File: src/ppg_pkg.sv
// Purpose: Constants shared by the prescaled pulse generator
// Assumes: Registers are 8 bits wide, one per 32-bit bus word
// Notes: Offsets are byte addresses on the Avalon-MM slave
package ppg_pkg;

  // Register byte offsets
  localparam logic [7:0] OFF_UPPER_CTRL = 8'h00;
  localparam logic [7:0] OFF_LOWER_CTRL = 8'h04;
  localparam logic [7:0] OFF_UPPER_CYCLE = 8'h08;
  localparam logic [7:0] OFF_LOWER_CYCLE = 8'h0C;
  localparam logic [7:0] OFF_UPPER_DUTY = 8'h10;
  localparam logic [7:0] OFF_LOWER_DUTY = 8'h14;
  localparam logic [7:0] OFF_RUN = 8'h18;
  localparam logic [7:0] OFF_INVERT = 8'h1C;
  localparam logic [7:0] OFF_IRQ_STATUS = 8'h20;
  localparam logic [7:0] OFF_IRQ_MASK = 8'h24;

  // Control register fields
  localparam int MODE_HI = 7;
  localparam int MODE_LO = 6;
  localparam int IE_BIT = 5;
  localparam int BORROW_BIT = 4;
  localparam int OUTEN_BIT = 3;
  localparam int CKS_HI = 2;
  localparam int CKS_LO = 0;

  // Writable bits of each control register
  localparam logic [7:0] UPPER_CTRL_MASK = 8'h2F;
  localparam logic [7:0] LOWER_CTRL_MASK = 8'hEF;

  // Operating mode codes
  localparam logic [1:0] MODE_PRESCALED = 2'h1;

  // Bit positions in run, invert, status and mask registers
  localparam int UPPER_BIT = 1;
  localparam int LOWER_BIT = 0;
  localparam logic [7:0] PAIR_MASK = 8'h03;

  // Reset values
  localparam logic [7:0] REG_RESET = 8'h00;
  localparam logic [1:0] PAIR_RESET = 2'h0;

  // Counter value at which a cycle ends and reloads
  localparam logic [7:0] CNT_LAST = 8'h01;
  localparam logic [7:0] CNT_STEP = 8'h01;

  // Unmapped reads return this
  localparam logic [31:0] READ_UNMAPPED = 32'h0000_0000;

endpackage

File: src/prescaled_pulse_generator.sv
// Purpose: Two 8-bit down-counters, upper one prescales the lower one
// Assumes: Single 25 MHz clock, synchronous active-high reset
// Notes: Only the prescaler plus pulse generator mode is built
// What this block does
// - Mode code 01 selects prescaler plus generator
// - Upper run bit loads cycle, starts countdown
// - Upper output high from duty match
// - Upper invert bit flips upper pin
// - Lower run bit loads cycle, starts countdown
// - Lower counts each edge of upper output
// - Lower reloads cycle when count reaches one
// - Lower output high from duty match
// - Lower invert bit flips lower pin
// - Lower holds while prescaler is stopped
// - Flat prescaler output never advances lower
// - Borrow sets flag, enabled flag raises interrupt
// - Upper counts on selected prescaler clock
//
// The Avalon-MM register port and the register offsets are this design's own decisions.
`timescale 1ns/1ps
`default_nettype none

module prescaled_pulse_generator #(
  parameter int DIV_W = 7
) (
  // Clock and reset
  input wire logic clock,
  input wire logic rst,
  // Avalon-MM slave
  input wire logic [7:0] avs_address,
  input wire logic avs_read,
  input wire logic avs_write,
  input wire logic [31:0] avs_writedata,
  input wire logic [3:0] avs_byteenable,
  output logic [31:0] avs_readdata,
  output logic avs_waitrequest,
  // Interrupt
  output logic irq,
  // Waveform pins
  output logic upper_wave_out,
  output logic lower_wave_out
);

  // The select field reaches divide by 128, so seven bits at least
  if (DIV_W < 7) begin
    $error("DIV_W must be at least 7");
  end

  // Address match on the word part of a byte address
  function automatic logic hit(input logic [7:0] addr, input logic [7:0] off);
    hit = (addr[7:2] == off[7:2]);
  endfunction

  // Divider mask for a select code: all ones in the low sel bits
  function automatic logic [DIV_W-1:0] div_mask(input logic [2:0] sel);
    logic [DIV_W-1:0] m;
    m = '0;
    for (int i = 0; i < 7; i++) begin
      if (i < int'(sel)) begin
        m[i] = 1'b1;
      end
    end
    div_mask = m;
  endfunction

  // Register state
  logic [7:0] upper_ctrl_q;
  logic [7:0] lower_ctrl_q;
  logic [7:0] upper_cycle_q;
  logic [7:0] lower_cycle_q;
  logic [7:0] upper_duty_q;
  logic [7:0] lower_duty_q;
  logic [1:0] run_q;
  logic [1:0] invert_q;
  logic [1:0] borrow_flag_q;

  // Bus handshake state
  logic wait_q;
  logic [31:0] rdata_q;
  logic wr_en;
  logic [7:0] wdata;
  logic [7:0] rmux;

  // Prescaler divider
  logic [DIV_W-1:0] div_q;
  logic upper_tick;

  // Upper timer state
  logic upper_go;
  logic upper_active_q;
  logic upper_start;
  logic [7:0] upper_cnt_q;
  logic upper_borrow;
  logic upper_raw_q;
  logic upper_raw_d1_q;
  logic upper_arm1_q;
  logic upper_arm2_q;
  logic upper_edge;
  logic upper_out_q;

  // Lower timer state
  logic lower_go;
  logic lower_active_q;
  logic lower_start;
  logic [7:0] lower_cnt_q;
  logic lower_borrow;
  logic lower_out_q;

  // Interrupt state
  logic irq_q;
  logic mode_ok;

  // A write lands only at the edge where waitrequest is seen low
  assign wr_en = avs_write && !wait_q && avs_byteenable[0];
  assign wdata = avs_writedata[7:0];

  assign mode_ok = (lower_ctrl_q[ppg_pkg::MODE_HI:ppg_pkg::MODE_LO] == ppg_pkg::MODE_PRESCALED);

  // One wait cycle per access, then release for one cycle
  always_ff @(posedge clock) begin
    if (rst) begin
      wait_q <= 1'b1;
    end else if (wait_q && (avs_read || avs_write)) begin
      wait_q <= 1'b0;
    end else begin
      wait_q <= 1'b1;
    end
  end

  // Read mux; borrow and enable bits are shown live
  always_comb begin
    rmux = 8'h00;
    if (hit(avs_address, ppg_pkg::OFF_UPPER_CTRL)) begin
      rmux = upper_ctrl_q & ppg_pkg::UPPER_CTRL_MASK;
      rmux[ppg_pkg::BORROW_BIT] = borrow_flag_q[ppg_pkg::UPPER_BIT];
    end else if (hit(avs_address, ppg_pkg::OFF_LOWER_CTRL)) begin
      rmux = lower_ctrl_q & ppg_pkg::LOWER_CTRL_MASK;
      rmux[ppg_pkg::BORROW_BIT] = borrow_flag_q[ppg_pkg::LOWER_BIT];
    end else if (hit(avs_address, ppg_pkg::OFF_UPPER_CYCLE)) begin
      rmux = upper_cycle_q;
    end else if (hit(avs_address, ppg_pkg::OFF_LOWER_CYCLE)) begin
      rmux = lower_cycle_q;
    end else if (hit(avs_address, ppg_pkg::OFF_UPPER_DUTY)) begin
      rmux = upper_duty_q;
    end else if (hit(avs_address, ppg_pkg::OFF_LOWER_DUTY)) begin
      rmux = lower_duty_q;
    end else if (hit(avs_address, ppg_pkg::OFF_RUN)) begin
      rmux = {6'h00, run_q};
    end else if (hit(avs_address, ppg_pkg::OFF_INVERT)) begin
      rmux = {6'h00, invert_q};
    end else if (hit(avs_address, ppg_pkg::OFF_IRQ_STATUS)) begin
      rmux = {6'h00, borrow_flag_q};
    end else if (hit(avs_address, ppg_pkg::OFF_IRQ_MASK)) begin
      rmux[ppg_pkg::UPPER_BIT] = upper_ctrl_q[ppg_pkg::IE_BIT];
      rmux[ppg_pkg::LOWER_BIT] = lower_ctrl_q[ppg_pkg::IE_BIT];
    end
  end

  // Read data captured while waiting, valid when wait drops
  always_ff @(posedge clock) begin
    if (rst) begin
      rdata_q <= ppg_pkg::READ_UNMAPPED;
    end else if (wait_q && avs_read) begin
      rdata_q <= {24'h000000, rmux};
    end
  end

  // Control registers; the mask register aliases the enable bits
  always_ff @(posedge clock) begin
    if (rst) begin
      upper_ctrl_q <= ppg_pkg::REG_RESET;
      lower_ctrl_q <= ppg_pkg::REG_RESET;
    end else if (wr_en) begin
      if (hit(avs_address, ppg_pkg::OFF_UPPER_CTRL)) begin
        upper_ctrl_q <= wdata & ppg_pkg::UPPER_CTRL_MASK;
      end
      if (hit(avs_address, ppg_pkg::OFF_LOWER_CTRL)) begin
        lower_ctrl_q <= wdata & ppg_pkg::LOWER_CTRL_MASK;
      end
      if (hit(avs_address, ppg_pkg::OFF_IRQ_MASK)) begin
        upper_ctrl_q[ppg_pkg::IE_BIT] <= wdata[ppg_pkg::UPPER_BIT];
        lower_ctrl_q[ppg_pkg::IE_BIT] <= wdata[ppg_pkg::LOWER_BIT];
      end
    end
  end

  // Cycle and duty registers; counters pick up cycle only on start or reload, duty is compared live
  always_ff @(posedge clock) begin
    if (rst) begin
      upper_cycle_q <= ppg_pkg::REG_RESET;
      lower_cycle_q <= ppg_pkg::REG_RESET;
      upper_duty_q <= ppg_pkg::REG_RESET;
      lower_duty_q <= ppg_pkg::REG_RESET;
    end else if (wr_en) begin
      if (hit(avs_address, ppg_pkg::OFF_UPPER_CYCLE)) begin
        upper_cycle_q <= wdata;
      end
      if (hit(avs_address, ppg_pkg::OFF_LOWER_CYCLE)) begin
        lower_cycle_q <= wdata;
      end
      if (hit(avs_address, ppg_pkg::OFF_UPPER_DUTY)) begin
        upper_duty_q <= wdata;
      end
      if (hit(avs_address, ppg_pkg::OFF_LOWER_DUTY)) begin
        lower_duty_q <= wdata;
      end
    end
  end

  // Run and invert bits
  always_ff @(posedge clock) begin
    if (rst) begin
      run_q <= ppg_pkg::PAIR_RESET;
      invert_q <= ppg_pkg::PAIR_RESET;
    end else if (wr_en) begin
      if (hit(avs_address, ppg_pkg::OFF_RUN)) begin
        run_q <= wdata[1:0] & ppg_pkg::PAIR_MASK[1:0];
      end
      if (hit(avs_address, ppg_pkg::OFF_INVERT)) begin
        invert_q <= wdata[1:0] & ppg_pkg::PAIR_MASK[1:0];
      end
    end
  end

  // Free-running prescaler shared by the select field
  always_ff @(posedge clock) begin
    if (rst) begin
      div_q <= '0;
    end else begin
      div_q <= div_q + {{(DIV_W-1){1'b0}}, 1'b1};
    end
  end

  assign upper_tick = ((div_q & div_mask(upper_ctrl_q[ppg_pkg::CKS_HI:ppg_pkg::CKS_LO]))
                      == div_mask(upper_ctrl_q[ppg_pkg::CKS_HI:ppg_pkg::CKS_LO]));

  assign upper_go = run_q[ppg_pkg::UPPER_BIT] && mode_ok;
  assign upper_start = upper_go && !upper_active_q;
  // Zero cycle is treated as one, so the counter never wraps
  assign upper_borrow = upper_go && upper_active_q && upper_tick
                        && (upper_cnt_q <= ppg_pkg::CNT_LAST);

  // Rising run detection
  always_ff @(posedge clock) begin
    if (rst) begin
      upper_active_q <= 1'b0;
    end else begin
      upper_active_q <= upper_go;
    end
  end

  always_ff @(posedge clock) begin
    if (rst) begin
      upper_cnt_q <= ppg_pkg::REG_RESET;
    end else if (upper_start) begin
      upper_cnt_q <= upper_cycle_q;
    end else if (upper_borrow) begin
      upper_cnt_q <= upper_cycle_q;
    end else if (upper_go && upper_tick) begin
      upper_cnt_q <= upper_cnt_q - ppg_pkg::CNT_STEP;
    end
  end

  // high from duty match to cycle end
  always_ff @(posedge clock) begin
    if (rst) begin
      upper_raw_q <= 1'b0;
      upper_raw_d1_q <= 1'b0;
    end else begin
      upper_raw_q <= upper_cnt_q <= upper_duty_q;
      upper_raw_d1_q <= upper_raw_q;
    end
  end

  // Arming delays hide stale compares before the first load
  always_ff @(posedge clock) begin
    if (rst) begin
      upper_arm1_q <= 1'b0;
      upper_arm2_q <= 1'b0;
    end else begin
      upper_arm1_q <= upper_go && upper_active_q;
      upper_arm2_q <= upper_arm1_q && upper_go;
    end
  end

  // both edges of the upper waveform
  // a flat waveform gives no edge
  assign upper_edge = upper_arm2_q && upper_go && (upper_raw_q != upper_raw_d1_q);

  always_ff @(posedge clock) begin
    if (rst) begin
      upper_out_q <= 1'b0;
    end else begin
      upper_out_q <= ((upper_go && upper_active_q && (upper_cnt_q <= upper_duty_q))
                      ^ invert_q[ppg_pkg::UPPER_BIT]);
    end
  end

  assign lower_go = run_q[ppg_pkg::LOWER_BIT] && mode_ok;
  assign lower_start = lower_go && !lower_active_q;
  // lower select field unused, edges only
  assign lower_borrow = lower_go && lower_active_q && upper_edge
                        && (lower_cnt_q <= ppg_pkg::CNT_LAST);

  // Rising run detection
  always_ff @(posedge clock) begin
    if (rst) begin
      lower_active_q <= 1'b0;
    end else begin
      lower_active_q <= lower_go;
    end
  end

  always_ff @(posedge clock) begin
    if (rst) begin
      lower_cnt_q <= ppg_pkg::REG_RESET;
    end else if (lower_start) begin
      lower_cnt_q <= lower_cycle_q;
    end else if (lower_borrow) begin
      lower_cnt_q <= lower_cycle_q;
    end else if (lower_go && upper_edge) begin
      lower_cnt_q <= lower_cnt_q - ppg_pkg::CNT_STEP;
    end
  end

  always_ff @(posedge clock) begin
    if (rst) begin
      lower_out_q <= 1'b0;
    end else begin
      lower_out_q <= ((lower_go && lower_active_q && (lower_cnt_q <= lower_duty_q))
                      ^ invert_q[ppg_pkg::LOWER_BIT]);
    end
  end

  // sticky borrow flags, set beats clear
  // Cleared by a one to status or a zero to the control flag bit
  always_ff @(posedge clock) begin
    if (rst) begin
      borrow_flag_q <= ppg_pkg::PAIR_RESET;
    end else begin
      if (upper_borrow) begin
        borrow_flag_q[ppg_pkg::UPPER_BIT] <= 1'b1;
      end else if (wr_en && hit(avs_address, ppg_pkg::OFF_IRQ_STATUS)
                   && wdata[ppg_pkg::UPPER_BIT]) begin
        borrow_flag_q[ppg_pkg::UPPER_BIT] <= 1'b0;
      end else if (wr_en && hit(avs_address, ppg_pkg::OFF_UPPER_CTRL)
                   && !wdata[ppg_pkg::BORROW_BIT]) begin
        borrow_flag_q[ppg_pkg::UPPER_BIT] <= 1'b0;
      end
      if (lower_borrow) begin
        borrow_flag_q[ppg_pkg::LOWER_BIT] <= 1'b1;
      end else if (wr_en && hit(avs_address, ppg_pkg::OFF_IRQ_STATUS)
                   && wdata[ppg_pkg::LOWER_BIT]) begin
        borrow_flag_q[ppg_pkg::LOWER_BIT] <= 1'b0;
      end else if (wr_en && hit(avs_address, ppg_pkg::OFF_LOWER_CTRL)
                   && !wdata[ppg_pkg::BORROW_BIT]) begin
        borrow_flag_q[ppg_pkg::LOWER_BIT] <= 1'b0;
      end
    end
  end

  always_ff @(posedge clock) begin
    if (rst) begin
      irq_q <= 1'b0;
    end else begin
      irq_q <= (borrow_flag_q[ppg_pkg::UPPER_BIT] && upper_ctrl_q[ppg_pkg::IE_BIT])
               || (borrow_flag_q[ppg_pkg::LOWER_BIT] && lower_ctrl_q[ppg_pkg::IE_BIT]);
    end
  end

  // Outputs straight from flops
  assign avs_readdata = rdata_q;
  assign avs_waitrequest = wait_q;
  assign irq = irq_q;
  assign upper_wave_out = upper_out_q;
  assign lower_wave_out = lower_out_q;

endmodule

`default_nettype wire

File: config.mk
export PLATFORM = sky130hd
export DESIGN_NAME = prescaled_pulse_generator
export DESIGN_NICKNAME = d
export VERILOG_FILES = /design/src/ppg_pkg.sv /design/src/prescaled_pulse_generator.sv
export SDC_FILE = /design/constraint.sdc
export NUM_CORES = 1
export LEC_CHECK = 0
export ABC_AREA = 1
export BUFFER_PORTS_ARGS = -buffer_cell sky130_fd_sc_hd__buf_2
export CAP_MARGIN = 10
export CORE_UTILIZATION = 57
export DETAILED_ROUTE_END_ITERATION = 8
export GPL_ROUTABILITY_DRIVEN = 1
export PLACE_DENSITY_LB_ADDON = 0.2
export SLEW_MARGIN = 20
export SYNTH_ARGS = -nofsm -noshare
export SYNTH_HDL_FRONTEND = slang
export SYNTH_SLANG_ARGS = --single-unit
export TNS_END_PERCENT = 30
File: constraint.sdc
create_clock -name clock -period 2 [get_ports clock]
set_input_delay 0.2 -clock clock [delete_from_list [all_inputs] [get_ports clock]]
set_output_delay 0.2 -clock clock [all_outputs]
set_load 0.05 [all_outputs]
Word level (Yosys, flattened, before mapping)
Index checks and enable logic that the tools add are counted.

Flip-flop bits (word level): 91. Input port bits: 48. Output and inout bits: 36. Word-level logic and storage cells: 142.

Add/subtract/negate cells: 3. Magnitude comparators: 11. Eq/ne operators: 12. Multiplexer cells: 34. Bitwise operators: 3. Reduce and logical (&&, ||, !) cells: 53.

Operators with widths (number): 2-to-1 mux 8 bit (12); logical AND 1 bit (30); == test 6 x 3 -> 1 bit, second input constant (4); AND reduction 2 bit (10); <= comparator 8 x 1 -> 1 bit, second input constant (2); <= comparator 8 bit (2); 2-to-1 mux 1 bit (16); subtractor 8 x 1 -> 8 bit, second input constant (2); == test 6 x 2 -> 1 bit, second input constant (2); == test 6 x 4 -> 1 bit, second input constant (2); 2-to-1 mux 6 bit (2); nonzero test 3 bit (4); < comparator 3 bit, first input constant (3); 2-to-1 mux 2 bit (4); adder 7 x 1 -> 7 bit, second input constant (1); bitwise AND 7 bit (1); == test 7 bit (1); == test 6 x 1 -> 1 bit, second input constant (1); logical NOT 6 bit (1); < comparator 1 x 3 -> 1 bit, first input constant (2); < comparator 2 x 3 -> 1 bit, first input constant (2); logical NOT 1 bit (4); nonzero test 2 bit (2); == test 2 x 1 -> 1 bit, second input constant (1); 3 further kinds (5).

Depth between registers and ports, before layout
Gate-level depths: netlist of run 1.

Depth after elaboration: 11. Depth in mapped cells: 13. Depth with buffers taken out: 13.

Least setup slack after synthesis of run 1
Ideal clock, no wire load.

Path kind: reg2reg. From: register wait_q, in the netlist avs_waitrequest. To: register rdata_q[0], in the netlist avs_readdata[0]. Library setup time: 109 ps. Arrival: 1461 ps. Data required time: 1891 ps. Slack: 430 ps. Stages on the path, launching flop included: 8. Buffers on the path: 0. Period minus slack after synthesis: 1570 ps. Path through: dfxtp_1 -> nand2_1 -> inv_1 -> nand2_1 -> o21ai_0 -> nand4_1 -> nand2_1 -> inv_1.

Cells in the longest elaborated chain, start to end: 1.

RTL lines: start, declared (RTL line prescaled_pulse_generator.sv:78) `logic wait_q;`; start signal, assigned (RTL line prescaled_pulse_generator.sv:122) `wait_q <= 1'b1;`; start signal, assigned (RTL line prescaled_pulse_generator.sv:124) `wait_q <= 1'b0;`; start signal, assigned (RTL line prescaled_pulse_generator.sv:126) `wait_q <= 1'b1;`; logical AND 1 bit (RTL line prescaled_pulse_generator.sv:163) `end else if (wait_q && avs_read) begin`; end signal, assigned (RTL line prescaled_pulse_generator.sv:162) `rdata_q <= ppg_pkg::READ_UNMAPPED;`; end signal, assigned (RTL line prescaled_pulse_generator.sv:164) `rdata_q <= {24'h000000, rmux};`; end, declared (RTL line prescaled_pulse_generator.sv:79) `logic [31:0] rdata_q;`.

No other way between the ends. A chain may end at the register's enable or synchronous reset.

Final worst setup path of run 1
From: register div_q[2]. To: register upper_cnt_q[1].

Cells in the longest elaborated chain, start to end: 6. Elaborated cells on any way between the ends: 8. Classes of those cells: eq/ne: 1; mux: 2; bitwise: 1; reduce/logical: 4.

RTL lines: start, declared (RTL line prescaled_pulse_generator.sv:85) `logic [DIV_W-1:0] div_q;`; start signal, assigned (RTL line prescaled_pulse_generator.sv:230) `div_q <= div_q + {{(DIV_W-1){1'b0}}, 1'b1};`; bitwise AND 7 bit (*) (RTL line prescaled_pulse_generator.sv:234) `assign upper_tick = ((div_q & div_mask(upper_ctrl_q[ppg_pkg::CKS_HI:ppg_pkg::CKS_LO]))`; == test 7 bit (*) (RTL line prescaled_pulse_generator.sv:235) `== div_mask(upper_ctrl_q[ppg_pkg::CKS_HI:ppg_pkg::CKS_LO]));`; logical AND 1 bit (RTL line prescaled_pulse_generator.sv:240) `assign upper_borrow = upper_go && upper_active_q && upper_tick`; logical AND 1 bit (RTL line prescaled_pulse_generator.sv:241) `&& (upper_cnt_q <= ppg_pkg::CNT_LAST);`; 2-to-1 mux 8 bit (RTL line prescaled_pulse_generator.sv:257) `end else if (upper_borrow) begin`; 2-to-1 mux 8 bit (RTL line prescaled_pulse_generator.sv:255) `end else if (upper_start) begin`; end signal, assigned (RTL line prescaled_pulse_generator.sv:254) `upper_cnt_q <= ppg_pkg::REG_RESET;`; end signal, assigned (RTL line prescaled_pulse_generator.sv:256) `upper_cnt_q <= upper_cycle_q;`; end signal, assigned (RTL line prescaled_pulse_generator.sv:258) `upper_cnt_q <= upper_cycle_q;`; end, declared (RTL line prescaled_pulse_generator.sv:92) `logic [7:0] upper_cnt_q;`.

Every way passes the cells marked *; elsewhere a longest branch is shown, timed or not.

==> metrics.cfg, run 1 <==
[outcome]
status=finished, final reports clean

[pwr]
total_power_w=0.003672
p_per_area_nw_per_um2=686.9
swShare_pct=25.99
power_frac_comb_pct=9.0
power_switching_w=0.0009544
power_leakage_nw=2.430
p_int_w=0.002717
pwr-share-seq_pct=50.1
clockPowerShare_pct=40.9
ir_drop_v=0.0004363

[floorplanning]
dieArea_um2=9017
io_pins=84
start_util_pct=59.35
row_count=33
core_um2=8299
die_height_um=94.96
fp.dieW_um=94.96

[grt]
global_route.overflow_total=0
grt_pass1_vias=4062
grt_max_degree=63
grt_use_total_pct=28.70
grt_pass1_wl_um=19730
antenna_found_initial=0

[placed_design]
post-place-ws_ns=0.1748
dpl_cell_area_um2=5102
numPortBuffers=30
gp_congestion=0.9292
dp_hpwl_um=9283

[worst_setup_path]
rr_endpoint=upper_cnt_q[1]$_SDFFE_PP0P_
critPathSlowestCell=dfxtp_1
critical_path_required_ns=2.26
crit_fanout=11
r2r_start=div_q[2]$_SDFF_PP0_
reg2reg_slack_ns=0.20
arrival_ns=2.06
startpoint_type=flip-flop
ff2ff_path_depth=9
worstSetupPathType=flip-flop to flip-flop
path_buf_inv=2
path_delay_family=simple AND/OR/NAND/NOR gates
timing.critical_path.cells=inv_1 -> a21oi_1 -> nor2_1 -> o21ai_1 -> nand3_2 -> nand2_1 -> inv_1 -> nor2_1 -> a21oi_1
end_kind=flip-flop
slowest_delay_ns=0.36

[yosys]
synth_xor_area_share_pct=1.600
yosys-top-cells-count=dfxtp_1, a21oi_1, inv_1, nand2_1, nor2_1
syn_area_um2=4926
yosysMostFrequentCell=dfxtp_1
async_reset_ff_share_pct=0
syn_inst=682
synth_fa_ha_area_share_pct=5.334
synth_top_family_by_area=simple AND/OR/NAND/NOR gates
synth_edf_count=0
synthDominantCellAreaShare_pct=36.98
synth.avg_cell_area_um2=7.223
synth.area.mux_share_pct=0
ys.flop_type=dfxtp_1
synth_simple_gate_area_share_pct=22.66
ys_warn_count=0
synth_compound_area_share_pct=21.08
ys_ff_latch=91
ys_top_cells_by_area=dfxtp_1, a21oi_1, inv_1
yosysSeqAreaShare_pct=36.98
ys_types=38
yosys.area.top_type=dfxtp_1

[finish]
stdcell_area_um2=5345
drive_above_1_share_pct=12.64
syn_to_final_growth_pct=8.509
n_antenna_cell=0
fillers=757
nets=785

[run]
maxCapViolCount=0

[cts]
cts_setup_buffers=0
ctsHtreeMaxLevel=3
clock_sinks=91
cts_hold_buffers=0
clockBufferDepth=2
numCtsBuffers=9
root_buffer=clkbuf_8
cts_tree=yes
clk_latency_ns=0.37
cts.reportedPaths.clkPinSlew_ns=0.09

[timing]
setup_violations=0
slew_headroom_pct=61.27
worst_slack_ns=0.1984
min_period_ns=1.802
maxSlewViolCount=0
rsz0062_at_grt=false
finalCritPeriodShare_pct=90.08
fin_skew_ns=0.01377
report.final.hold_viol_count=0
fin_tns_setup_ns=0
fmax_ghz=0.5551
tightestPinTransition_ns=0.5809

[drt]
wl_per_cell_um=14.94
viasPerCell=5.497
drt-total-wl_um=12330
drtPass1Iterations=6
vias=4535
drc_errors=0
drtIter0Drc=440
ant_nets=0

[hold_path]
min-delay-start=avs_read
whs_endpoint=avs_waitrequest$_SDFF_PP1_
worstHoldPathType=input port to flip-flop
min_delay_path_depth=2

-- routing by layer --
layer,GRT usage (%),wire [µm],part of all wire [%],vias up
met5,0,0,0,-
met4,11.99,351,2.8,0
met3,4.589,647,5.2,30
met2,48.32,5980,49,150
met1,36.26,5347,43,2090
li1,-,-,-,2265
-- power groups by stage --
stage                     Clock [W]  Sequential [W]  Combinational, W
final                       0.00150         0.00184          0.000332
after global routing        0.00158         0.00184          0.000357
after CTS                   0.00151         0.00184          0.000329
after detailed placement          0         0.00188          0.000329
after global placement            0         0.00188          0.000323
after floorplan                   0         0.00191          0.000250
-- logic make-up after synthesis --
kind of cell             Yosys count
AO/OA/AOI/OAI                    195
XOR/XNOR                           9
adder cells (fa/ha/maj)           21
buffers and inverters            134
flip-flops                        91
other                              1
AND/OR/NAND/NOR                  231
-- flip-flops by register name (all words and copies together) (netlist names), 2 cells and up --
name           flops
avs_readdata       8
borrow_flag_q      2
div_q              7
invert_q           2
lower_cnt_q        8
lower_ctrl_q       7
lower_cycle_q      8
lower_duty_q       8
run_q              2
upper_cnt_q        8
upper_ctrl_q       5
upper_cycle_q      8
upper_duty_q       8
-- cell type report --
type | count | area [µm²] | area share [%]
clock buffer | 9 | 123.9 | 2.317
sequential | 91 | 1822 | 34.08
inverter | 98 | 367.9 | 6.882
timing repair buffer | 36 | 195.2 | 3.652
multi-input combinational | 480 | 2591 | 48.48
tap | 105 | 131.4 | 2.458
clock inverter | 6 | 113.9 | 2.130
-- cells in the final DEF, fill, tap and decap left out, types with 2 or more instances in the layout --
cell	n
dfxtp_1	91
a21oi_1	88
inv_1	85
nand2_1	85
nor2_1	74
o21ai_0	62
nand3_1	35
buf_2	30
o21ai_1	26
conb_1	24
ha_1	21
inv_2	13
clkbuf_8	9
xor2_1	7
nand4_1	7
o211ai_1	6
buf_4	6
nor2_8	5
nand2_2	4
nor2_2	4
nand3_2	3
nor2_4	3
nand2_4	3
nor3_1	3
bufinv_16	3
a31oi_1	2
xnor2_1	2
o221ai_1	2
o22ai_1	2
or2_0	2
clkinvlp_4	2
-- repair_timing --
item,CTS,global route
endpoints found under the hold margin,0,0
endpoints found under the setup margin,0,1
resized for setup,0,1
-- worst max-delay path by stage --
stage	from	end	slack (ns)	depth (start not counted)
after floorplan	avs_waitrequest$_SDFF_PP1_	avs_readdata[0]$_SDFFE_PP0P_	0.43	7
after global placement	lower_cnt_q[0]$_SDFFE_PP0P_	lower_cnt_q[0]$_SDFFE_PP0P_	0.22	10
after detailed placement	lower_cnt_q[0]$_SDFFE_PP0P_	lower_cnt_q[0]$_SDFFE_PP0P_	0.17	10
after CTS	lower_cnt_q[0]$_SDFFE_PP0P_	lower_cnt_q[0]$_SDFFE_PP0P_	0.16	10
after global routing	div_q[2]$_SDFF_PP0_	upper_cnt_q[1]$_SDFFE_PP0P_	0.04	9
final	div_q[2]$_SDFF_PP0_	upper_cnt_q[1]$_SDFFE_PP0P_	0.20	9
-- per-stage QoR --
step                cells  hold slack [ns]  utilization [%]
CTS                   825          0.03788            64.34
detailed placement    810           0.4163            61.48
global route          825          0.03695            64.41
global placement      810           0.4101            61.48
floorplan             705           0.3159                -
finish                825          0.04276            64.41
No activity file was read; power rests on OpenSTA's default activity.
==> inputs of run 2 (changes only) <==
==> constraint.sdc (replaced) <==
create_clock -name clock -period 1.8 [get_ports clock]
set_input_delay 0.36 -clock clock [delete_from_list [all_inputs] [get_ports clock]]
set_output_delay 0.36 -clock clock [all_outputs]
set_load 0.05 [all_outputs]
==> run 2 against run 1 <==
Setup slack got worse by 0.092 ns. Sequential power up 11%. Total power grew 7.3%. Register-to-register slack got worse by 0.09 ns. Design area is 2.2% higher. Highest routed layer unchanged.
==> metrics.cfg, run 2 (synthesis results as in run 1) <==
[finish]
stdcell_area_um2=5465
final_common_cell=dfxtp_1
regArea_um2=1823
drive_above_1_share_pct=14.40
fin_util_pct=65.85
final_cell_mix=dfxtp_1, a21oi_1, inv_1
multiInputGateArea_um2=2594
n_antenna_cell=0
fillers=732
syn_to_final_growth_pct=10.95
nets=801

[grt]
grt_max_degree=63
antenna_found_initial=0
grt_pass1_wl_um=20130
grt_use_total_pct=29.69
grt_pass1_vias=4216
global_route.overflow_total=0

[cts]
ctsHtreeMaxLevel=3
clockBufferDepth=2
root_buffer=clkbuf_8
numCtsBuffers=9
cts_tree=yes
cts_hold_buffers=0
cts.reportedPaths.clkPinSlew_ns=0.08
clock_sinks=91
clk_latency_ns=0.36

[floorplanning]
dieArea_um2=9017
start_util_pct=59.35
fp.dieW_um=94.96
io_pins=84
core_um2=8299
die_height_um=94.96
row_count=33

[drt]
drtPass1Iterations=6
ant_nets=0
drt-total-wl_um=12690
viasPerCell=5.474
drtIter0Drc=421
vias=4604
drc_errors=0
wl_per_cell_um=15.08

[timing]
maxSlewViolCount=0
fmax_ghz=0.5905
min_period_ns=1.694
setup_violations=0
report.final.hold_viol_count=0
finalCritPeriodShare_pct=94.09
fin_skew_ns=0.007206

[placed_design]
gp_congestion=0.9305
dpl_cell_area_um2=5228
dp_hpwl_um=9623
numPortBuffers=30

[worst_setup_path]
arrival_ns=1.96
path_depth=13
crit_fanout=7
ff2ff_path_depth=13
startpoint_type=flip-flop
end_kind=flip-flop
slowest_delay_ns=0.40
path_delay_family=simple AND/OR/NAND/NOR gates
critical_path_required_ns=2.07
critPathSlowestCell=dfxtp_1
timing.critical_path.cells=inv_1 -> ha_1 -> nor2_1 -> nor2_1 -> nand3_1 -> nor2_1 -> nand3_1 -> nand2_4 -> buf_12 -> nand2_1 -> nand3_1 -> nand2_1 -> inv_1
path_buf_inv=3
worstSetupPathType=flip-flop to flip-flop

[outcome]
status=finished, final reports clean

[run]
maxCapViolCount=0

[hold_path]
min_delay_path_depth=2
worstHoldPathType=input port to flip-flop

[pwr]
pwr-share-seq_pct=51.9
power_switching_w=0.001014
power_leakage_nw=2.505
p_int_w=0.002924
ir_drop_v=0.0005255
clockPowerShare_pct=38.5
swShare_pct=25.75
p_per_area_nw_per_um2=720.6
power_frac_comb_pct=9.6

run 2: cell count changes in the layout (fill, tap and decap cells not counted), sizes merged:
cell,before,now
inv,99,98
buf,36,52
clkinvlp,2,0
clkbuf,9,13
bufinv,3,2
run 2: layout make-up:
| class | count | share of cell area [%] |
|---|---|---|
| inverters | 98 | 6.731 |
| repair buffers | 52 | 6.227 |
| multi-input cells | 480 | 47.46 |
| well taps | 105 | 2.404 |
| clock buffers | 13 | 2.724 |
| clock inverters | 2 | 1.099 |
| flip-flops and latches | 91 | 33.36 |
run 2: power groups by stage:
stage / sequential, W / clock (W) / combinational [W]
detailed placement: 0.00209 / 0 / 0.000374
floorplan: 0.00213 / 0 / 0.000278
global route: 0.00205 / 0.00161 / 0.000406
global placement: 0.00209 / 0 / 0.000369
CTS: 0.00204 / 0.00152 / 0.000375
finish: 0.00204 / 0.00152 / 0.000378
run 2: final timing paths:
path                                                  start                     endpoint  slack [ns]
worst max-delay path            upper_cnt_q[1]$_SDFFE_PP0P_  upper_cnt_q[0]$_SDFFE_PP0P_        0.11
worst max register to register  upper_cnt_q[1]$_SDFFE_PP0P_  upper_cnt_q[0]$_SDFFE_PP0P_        0.11
worst min-delay path                               avs_read   avs_waitrequest$_SDFF_PP1_        0.20
worst min register to register      upper_arm1_q$_SDFF_PP0_      upper_arm2_q$_SDFF_PP0_        0.42
run 2: per-stage QoR:
step           hold WS, ns  setup TNS (ns)  instances  setup slack, ns  total power, W
2_1_floorplan       0.4023               0        705           0.2303        0.002404
3_3_place_gp        0.4103               0        825           0.1065        0.002460
3_5_place_dp        0.4142               0        825          0.05115        0.002465
4_1_cts             0.2099               0        840          0.03328        0.003941
5_1_grt             0.2137        -0.01407        841         -0.01148        0.004061
6_report            0.2048               0        841           0.1064        0.003938
run 2: what timing repair did:
action | CTS | global route
endpoints found under the setup margin | 0 | 12
setup buffers | 0 | 1
gates resized for setup | 0 | 3
run 2: per-layer routing:
layer | wire length, µm | vias to the layer above | GRT usage, %
li1 | - | 2297 | -
met1 | 5251 | 2088 | 35.78
met2 | 6233 | 170 | 51.14
met3 | 743 | 49 | 5.072
met4 | 457 | 0 | 13.89
met5 | 0 | - | 0
